<file path="src/design/vic_pkg.sv">
// Purpose: shared constants and types of the vectored interrupt controller
// Assumes: 32 sources, 32-bit register port with word addresses in bytes
// Notes:   all offsets are byte addresses on the register port
package vic_pkg;
  localparam int          NSRC        = 32;
  localparam int          AW          = 9;
  localparam int          DW          = 32;
  // register map
  localparam logic [8:0]  MODE_BASE   = 9'h000;
  localparam logic [8:0]  VEC_BASE    = 9'h080;
  localparam logic [8:0]  NORM_RB     = 9'h100;
  localparam logic [8:0]  FAST_RB     = 9'h104;
  localparam logic [8:0]  CUR_ID      = 9'h108;
  localparam logic [8:0]  PEND_ST     = 9'h10C;
  localparam logic [8:0]  MASK_ST     = 9'h110;
  localparam logic [8:0]  LINE_ST     = 9'h114;
  localparam logic [8:0]  EN_CMD      = 9'h120;
  localparam logic [8:0]  DIS_CMD     = 9'h124;
  localparam logic [8:0]  SPUR_VEC    = 9'h134;
  localparam logic [8:0]  EV_STATUS   = 9'h140;
  localparam logic [8:0]  EV_ENABLE   = 9'h144;
  localparam logic [8:0]  EV_CLEAR    = 9'h148;
  // mode word layout
  localparam int          PRIO_LSB    = 0;
  localparam int          TYPE_LSB    = 5;
  // line status bits
  localparam int          LINE_FAST   = 0;
  localparam int          LINE_NORM   = 1;
  // event bits
  localparam int          EV_NORM     = 0;
  localparam int          EV_FAST     = 1;
  localparam int          EV_SPUR     = 2;
  localparam int          EVW         = 3;
  // sources wired to pins: fast source and two externals
  localparam logic [31:0] EXT_MASK    = 32'hC000_0001;
  localparam logic [31:0] ZERO32      = 32'h0000_0000;
  localparam logic [2:0]  PRIO_MIN    = 3'h0;

  typedef struct packed {
    logic [31:0]          s1;      // first sync stage
    logic [31:0]          s2;      // second sync stage
    logic [31:0]          prev;    // last synced sample
    logic [31:0]          pend;
    logic [31:0]          mask;
    logic [31:0][2:0]     prio;
    logic [31:0][1:0]     ttype;
    logic [31:0][31:0]    vec;
    logic [31:0]          spur;
    logic                 cur_valid;
    logic [4:0]           cur_id;
    logic                 fast_n;
    logic                 norm_n;
    logic [EVW-1:0]       ev_st;
    logic [EVW-1:0]       ev_en;
    logic                 irq;
    logic [31:0]          rd_data;
  } vic_state_t;
endpackage

</file>
<file path="src/design/vic_top.sv">
// Purpose: vectored interrupt controller, software-visible core
// Assumes: sources arrive unsynchronised, single clock core_clk
// Notes:   request lines to the core are active low
`timescale 1ns/1ps
`default_nettype none
module vic_top (
  // clock and reset
  input  wire logic              core_clk,
  input  wire logic              rst,
  // register port
  input  wire logic [8:0]        addr,
  input  wire logic [31:0]       wr_data,
  input  wire logic              wr_en,
  input  wire logic              rd_en,
  output logic      [31:0]       rd_data,
  // interrupt sources from pins and peripherals
  input  wire logic [31:0]       src_in,
  // request lines to the core
  output logic                   fast_request_line_n,
  output logic                   normal_request_line_n,
  // controller event interrupt
  output logic                   irq
);
  vic_pkg::vic_state_t q;
  vic_pkg::vic_state_t d;

  // state update
  always_comb begin
    logic [31:0]  act_hi;
    logic [31:0]  edge_hit;
    logic [31:0]  sig;
    logic [31:0]  clr;
    logic [31:0]  cand;
    logic         best_v;
    logic [2:0]   best_p;
    logic [4:0]   best_i;
    logic         mode_hit;
    logic         vec_hit;
    logic [4:0]   idx;
    logic [vic_pkg::EVW-1:0] ev;
    logic [vic_pkg::EVW-1:0] ev_clr;
    act_hi   = vic_pkg::ZERO32;
    edge_hit = vic_pkg::ZERO32;
    sig      = vic_pkg::ZERO32;
    clr      = vic_pkg::ZERO32;
    cand     = vic_pkg::ZERO32;
    best_v   = 1'b0;
    best_p   = vic_pkg::PRIO_MIN;
    best_i   = 5'h00;
    ev       = '0;
    ev_clr   = '0;
    d        = q;
    idx      = addr[6:2];
    mode_hit = (addr[8:7] == vic_pkg::MODE_BASE[8:7]);
    vec_hit  = (addr[8:7] == vic_pkg::VEC_BASE[8:7]);

    // two-stage synchroniser on all sources
    d.s1   = src_in;
    d.s2   = q.s1;
    d.prev = q.s2;

    // edge-pending clears on vector readback
    if (rd_en && addr == vic_pkg::NORM_RB && q.cur_valid) begin
      clr[q.cur_id] = 1'b1;
    end
    if (rd_en && addr == vic_pkg::FAST_RB) begin
      clr[0] = 1'b1;
    end

    // trigger decode and pending per source
    for (int i = 0; i < vic_pkg::NSRC; i++) begin
      act_hi[i] = vic_pkg::EXT_MASK[i] ? q.ttype[i][1] : 1'b1;
      sig[i] = act_hi[i] ? q.s2[i] : ~q.s2[i];
      edge_hit[i] = act_hi[i] ? (q.s2[i] & ~q.prev[i]) : (~q.s2[i] & q.prev[i]);
      if (!q.ttype[i][0]) begin
        d.pend[i] = sig[i];
      end else begin
        d.pend[i] = edge_hit[i] | (q.pend[i] & ~clr[i]);
      end
    end

    // urgency arbitration over non-fast sources
    cand = q.pend & q.mask;
    for (int i = 1; i < vic_pkg::NSRC; i++) begin
      if (cand[i] && (!best_v || q.prio[i] > best_p)) begin
        best_v = 1'b1;
        best_p = q.prio[i];
        best_i = i[4:0];
      end
    end
    d.cur_valid = best_v;
    d.cur_id    = best_i;
    // source 0 never enters arbitration, its urgency is unused
    d.fast_n    = ~(cand[0]);
    d.norm_n    = ~best_v;

    // register writes
    if (wr_en) begin
      if (mode_hit) begin
        d.prio[idx]  = wr_data[vic_pkg::PRIO_LSB +: 3];
        d.ttype[idx] = wr_data[vic_pkg::TYPE_LSB +: 2];
      end
      if (vec_hit) begin
        d.vec[idx] = wr_data;
      end
      case (addr)
        vic_pkg::EN_CMD: begin
          d.mask = q.mask | wr_data;
        end
        vic_pkg::DIS_CMD: begin
          d.mask = q.mask & ~wr_data;
        end
        vic_pkg::SPUR_VEC: begin
          d.spur = wr_data;
        end
        vic_pkg::EV_ENABLE: begin
          d.ev_en = wr_data[vic_pkg::EVW-1:0];
        end
        vic_pkg::EV_CLEAR: begin
          ev_clr = wr_data[vic_pkg::EVW-1:0];
        end
        default: begin
          d.spur = q.spur;
        end
      endcase
    end

    // register reads, data valid next cycle
    d.rd_data = vic_pkg::ZERO32;
    if (rd_en) begin
      if (mode_hit) begin
        d.rd_data[vic_pkg::PRIO_LSB +: 3] = q.prio[idx];
        d.rd_data[vic_pkg::TYPE_LSB +: 2] = q.ttype[idx];
      end else if (vec_hit) begin
        d.rd_data = q.vec[idx];
      end else begin
        case (addr)
          vic_pkg::NORM_RB: begin
            d.rd_data = q.cur_valid ? q.vec[q.cur_id] : q.spur;
          end
          vic_pkg::FAST_RB: begin
            d.rd_data = !q.fast_n ? q.vec[0] : q.spur;
          end
          vic_pkg::CUR_ID: begin
            d.rd_data[4:0] = q.cur_id;
          end
          vic_pkg::PEND_ST: begin
            d.rd_data = q.pend;
          end
          vic_pkg::MASK_ST: begin
            d.rd_data = q.mask;
          end
          vic_pkg::LINE_ST: begin
            d.rd_data[vic_pkg::LINE_FAST] = ~q.fast_n;
            d.rd_data[vic_pkg::LINE_NORM] = ~q.norm_n;
          end
          vic_pkg::SPUR_VEC: begin
            d.rd_data = q.spur;
          end
          vic_pkg::EV_STATUS: begin
            d.rd_data[vic_pkg::EVW-1:0] = q.ev_st;
          end
          vic_pkg::EV_ENABLE: begin
            d.rd_data[vic_pkg::EVW-1:0] = q.ev_en;
          end
          default: begin
            d.rd_data = vic_pkg::ZERO32;
          end
        endcase
      end
    end

    // sticky events, a set beats a clear
    ev[vic_pkg::EV_NORM] = q.norm_n & ~d.norm_n;
    ev[vic_pkg::EV_FAST] = q.fast_n & ~d.fast_n;
    ev[vic_pkg::EV_SPUR] = rd_en && addr == vic_pkg::NORM_RB && !q.cur_valid;
    d.ev_st = (q.ev_st & ~ev_clr) | ev;
    d.irq   = |(d.ev_st & d.ev_en);
  end

  // state register
  always_ff @(posedge core_clk or posedge rst) begin
    if (rst) begin
      q        <= '0;
      q.fast_n <= 1'b1;
      q.norm_n <= 1'b1;
    end else begin
      q <= d;
    end
  end

  // outputs straight from flops
  assign rd_data               = q.rd_data;
  assign fast_request_line_n   = q.fast_n;
  assign normal_request_line_n = q.norm_n;
  assign irq                   = q.irq;
endmodule
`default_nettype wire

</file>
<file path="config.mk">
export PLATFORM = sky130hd
export DESIGN_NAME = vic_top
export DESIGN_NICKNAME = d
export VERILOG_FILES = /design/src/design/vic_pkg.sv /design/src/design/vic_top.sv
export SDC_FILE = /design/constraint.sdc
export NUM_CORES = 2
export LEC_CHECK = 0
export BUFFER_PORTS_ARGS = -buffer_cell sky130_fd_sc_hd__buf_4
export CAP_MARGIN = 10
export CELL_PAD_IN_SITES_DETAIL_PLACEMENT = 1
export CELL_PAD_IN_SITES_GLOBAL_PLACEMENT = 1
export CORE_ASPECT_RATIO = 1.1
export CORE_UTILIZATION = 50
export CTS_CLUSTER_DIAMETER = 120
export CTS_CLUSTER_SIZE = 40
export DETAILED_ROUTE_END_ITERATION = 10
export PLACE_DENSITY = 0.8
export SLEW_MARGIN = 20
export SYNTH_ARGS = -nofsm -noshare
export SYNTH_HDL_FRONTEND = slang
export SYNTH_SLANG_ARGS = --single-unit
</file>
<file path="constraint.sdc">
create_clock -name core_clk -period 54.5 [get_ports core_clk]
set_input_delay 0 -clock core_clk [delete_from_list [all_inputs] [get_ports core_clk]]
set_output_delay 0 -clock core_clk [all_outputs]
set_load 0.01 [all_outputs]
</file>
### Word level (Yosys, flattened, before mapping)

Cells that the tools add are included.

| operators by class | value |
|---|---|
| add/sub/neg operators | 0 |
| $mul | 0 |
| div/mod/pow operators | 0 |
| magnitude comparators | 34 |
| equal/unequal tests | 13 |
| shifts and indexed selects | 0 |
| mux-type cells | 168 |
| bitwise operators | 180 |
| reductions and logical operators | 104 |

Operator list:

| operator | number |
|---|---|
| 1024-bit bitwise mux | 1 |
| 32-bit binary-select mux with 5-bit select | 2 |
| 32-bit 2-to-1 mux | 8 |
| 32-bit demux with 5-bit select | 1 |
| 5-bit 2-to-1 mux | 30 |
| 27-bit one-hot mux with 5 select lines | 1 |
| 3-bit 2-to-1 mux | 37 |
| 9-bit equality test (second input constant) | 12 |
| 96-bit bitwise mux | 1 |
| 3-bit > comparator | 30 |
| 1-bit 2-to-1 mux | 72 |
| 1-bit inverter | 71 |
| 1-bit bitwise AND | 69 |
| 32-bit bitwise AND | 2 |
| 64-bit bitwise mux | 1 |
| 32-bit one-hot mux with 2 select lines | 1 |
| 1-bit logical AND | 36 |
| 32-bit inverter | 1 |
| 1-bit OR | 32 |
| 32-bit OR | 1 |
| 1-bit logical NOT | 31 |
| 1-bit logical OR | 30 |
| 25-bit 2-to-1 mux | 1 |
| 2-bit one-hot mux with 9 select lines | 1 |
| other kinds (18) | 27 |

| storage, ports and cells | value |
|---|---|
| bits in registers | 1423 |
| bits in latches | 0 |
| RAM bits | 0 |
| bits in read-only memories | 0 |
| bits of input ports | 77 |
| output and inout bits | 35 |
| memories | 0 |

### Longest topological paths before layout

| logic depth | value |
|---|---|
| depth after elaboration | 126 |
| mapped depth | 252 |
| depth with buffers taken out | 249 |

### Worst setup path before layout

OpenSTA, ideal clock, no wires.

| path | value |
|---|---|
| kind | reg-to-reg |
| start point | register q[1296] (netlist name) |
| end point | register q[45] (netlist name) |
| library setup time | 0.128 ns |
| data arrival time | 40.333 ns |
| data required time | 54.372 ns |
| setup slack | 14.039 ns |
| stages on the path, launching flop included | 227 |
| buffers on the path | 5 |
| clock period less this slack | 40.461 ns |
| path through | dfrtp_1 and2_1 nand2_1 ha_1 and3b_1 o21ai_1 a21oi_1 a21oi_1 ha_1 nand3b_1 a32o_1 a21oi_1 a221o_1 o21ai_0 ha_1 nand3b_1 a32oi_1 o21bai_1 [... 191 more ...] o21ai_0 inv_1 nor2_1 o2bb2ai_1 ha_1 nor2b_1 o21a_1 o21ai_0 a21oi_1 mux2_2 ha_1 a21oi_1 a31oi_1 nor2_1 nor2_1 nor4_1 and3_1 nand3_1 |

RTL lines:

| what | line | text |
|---|---|---|
| start: declaration | vic_top.sv:24 | `vic_pkg::vic_state_t q;` |

==> flow_summary.json <==
{
  "synth_top_area_share_pct": 48.0,
  "std_cell_rows": 147,
  "p_per_area_mw_per_mm2": 29.5,
  "htree_levels": 2,
  "reg2reg_depth": 228,
  "cts_tree": "done",
  "layout.nets": 5356,
  "violations": "negative hold slack",
  "stdcell_area_mm2": 0.0789,
  "cp-start-kind": "register",
  "p_int_uw": 1560,
  "hold_ws_ns": -0.0226,
  "status": "finished, violations left",
  "worstReg2RegEnd": "q[45]",
  "die_w_um": 369,
  "tightest_slew_ns": 1.21,
  "cpPeakStageDelay_ns": 0.67,
  "hold_violations": 5,
  "peakVddDrop_uv": 29.0,
  "netlist_area_mm2": 0.0740,
  "max_freq_mhz": 20.8,
  "crit_top_cell": "a21oi_1",
  "cp_max_fo": 11,
  "fin_ws_ns": 6.50,
  "clockBufferDepth": 3,
  "grt_util_all_layers_pct": 35.5,
  "syn-mean-instance-area_um2": 13.9,
  "syn2layout_area_growth_pct": 6.64,
  "cp.required_ns": 55.07,
  "clk_pin_slew_ns": 0.15,
  "synth_flop_cell": "dfrtp_1",
  "r2r_slack_ns": 6.50,
  "first_iter_violations": 6090,
  "utilization_pct": 53.9,
  "ant_nets": 0,
  "relSlewSlack_pct": 19.5,
  "synth_edf_count": 0,
  "switching_share_pct": 32.8,
  "pwr-share-clk_pct": 21.3,
  "p_switching_uw": 762,
  "p_leak_uw": 0.0349,
  "dpl_cell_area_mm2": 0.0766,
  "drive_above_1_share_pct": 41.5,
  "comb_power_share_pct": 25.6,
  "viasPerCell": 7.31,
  "vias": 52400,
  "grt_overflow_total": 0,
  "r2r-start": "q[1296]",
  "syn-num-nets": 5470,
  "antenna_found_initial": 15,
  "synth_warnings": 0,
  "drt_wl_total_um": 264000,
  "cts_resized": 0,
  "synth_common_cells": "dfrtp_1 (1421), mux2_2 (1223), mux4_2 (562)",
  "ys_seq_area_share_pct": 48.1,
  "fp.coreArea_mm2": 0.146,
  "cts_root_buf": "clkbuf_16",
  "synthCells": 5326,
  "crit_arrival_ns": 48.57,
  "drv_cap": 0,
  "timing.setup.tns_ns": 0,
  "initial_utilization_pct": 50.6,
  "seqPwrFrac_pct": 53.1,
  "ys_ff_latch": 1423,
  "wire_per_inst_um": 36.8,
  "dr.pass1.iters": 6,
  "synth_most_common_cell": "dfrtp_1",
  "clk_latency_ns": 0.72,
  "timing.final.crit_share_pct": 88.1,
  "routabilityCongestion": 0.896,
  "io_buffers": 111,
  "grt_pass1_wl_um": 388000,
  "grt_pass1_vias": 54700,
  "cts_made_buffers": 43,
  "cts_setup_buffers": 0,
  "grt_max_degree": 179,
  "pin_count": 112,
  "synth_area_leaders": "dfrtp_1 (48%), mux2_2 (19%), mux4_2 (17%)",
  "fp.dieArea_mm2": 0.150,
  "slew_viol_final": 0,
  "hold_class": "in -> async",
  "rsz0062_at_grt": "no",
  "cp_slowest_cell": "a21oi_1",
  "dp_hpwl_um": 161000,
  "post-route-min-period_ns": 48.00,
  "async_reset_ff_share_pct": 100,
  "clock_skew_ns": 0.0527,
  "synth_top_area_cell": "dfrtp_1",
  "fp.dieH_um": 406,
  "path_class": "reg -> reg",
  "setup_viol": 0,
  "dp_slack_ns": 7.35,
  "ys_types": 92,
  "post-route-drc-count": 0,
  "cp-end-kind": "register",
  "cts.sinks": 1423
}
[state kept, by name, summed over array words and instances, names as in the netlist, named ones only]
name	flops
d	64
fast_request_line_n	1
irq	1
normal_request_line_n	1
q	1292
rd_data	32
[final cells by class]
| class | count | area [µm²] |
|---|---|---|
| Clock inverter | 8 | 109 |
| Fill cell | 14000 | 67500 |
| Tap cell | 1937 | 2420 |
| Inverter | 71 | 274 |
| Clock buffer | 51 | 1150 |
| Multi-Input combinational cell | 3342 | 36500 |
| Timing Repair Buffer | 331 | 2870 |
| Antenna cell | 5 | 12.5 |
| Sequential cell | 1423 | 35600 |
[cells in the final DEF (no fill, tap or decap), types with 17 or more instances in the layout]
cell / instances
a21oi_1: 115
a221oi_1: 33
a22o_1: 31
a22oi_1: 134
a31oi_1: 73
a32o_1: 33
buf_4: 210
clkbuf_16: 45
dfrtp_1: 1419
dlygate4sd3_1: 109
ha_1: 67
inv_1: 69
mux2_2: 1223
mux2i_1: 26
mux4_2: 562
nand2_1: 301
nand3_1: 44
nand4_1: 40
nor2_1: 115
nor2_4: 26
nor2b_1: 22
nor3_1: 37
o211ai_1: 17
o21ai_0: 96
o22ai_1: 71
[through the flow]
step,std cells,total power (µW)
2_1_floorplan,5326,1640
3_3_place_gp,6995,1800
3_5_place_dp,6995,1830
4_1_cts,7163,2320
5_1_grt,7163,2400
6_report,7168,2330
[worst max-delay path: cells and delay by family, from the launching register on]
| family | cells | cell delay (ns) |
|---|---|---|
| mux | 5 | 1.73 |
| buf+inv | 5 | 0.49 |
| compound gates | 108 | 22.04 |
| flops | 1 | 0.48 |
| fa+ha+maj | 35 | 10.16 |
| simple gates | 75 | 12.87 |
[worst max-delay path by stage]
stage          startpoint  slack, ns  cells after the start     to
3_3_place_gp      q[1296]       9.45                    226  q[45]
5_1_grt           q[1296]       2.31                    232  q[45]
3_5_place_dp      q[1296]       7.35                    227  q[45]
6_report          q[1296]       6.50                    228  q[45]
4_1_cts           q[1296]       7.06                    227  q[45]
2_1_floorplan     q[1296]      14.04                    226  q[45]
[per-layer routing]
metal  GRT usage [%]  routed length, µm
met1            46.0              97300
met2            54.3             122000
met3            8.49              25700
met4            21.5              19100
met5               0                 73
[power by group through the flow]
stage / Combinational (µW) / Clock (µW) / Sequential, µW
6_report: 596 / 495 / 1240
5_1_grt: 628 / 526 / 1240
4_1_cts: 590 / 498 / 1230
3_5_place_dp: 581 / 0 / 1250
3_3_place_gp: 566 / 0 / 1240
2_1_floorplan: 432 / 0 / 1200
[kinds of logic after synthesis]
kind of cell / count (synthesis) / synth area share (%)
muxes: 1816 / 36.2
DFF: 1423 / 48.1
AOI/OAI and AO/OA: 743 / 7.05
and+or+nand+nor: 711 / 4.45
buffers and inverters: 561 / 3.02
adders and majority gates: 72 / 1.20
[repair_timing]
item                                    4_1_cts  5_1_grt
endpoints found under the setup margin        0        0
hold endpoints to repair                   1163        0
hold buffers                                109        0
No activity file was read; power rests on OpenSTA's default activity.
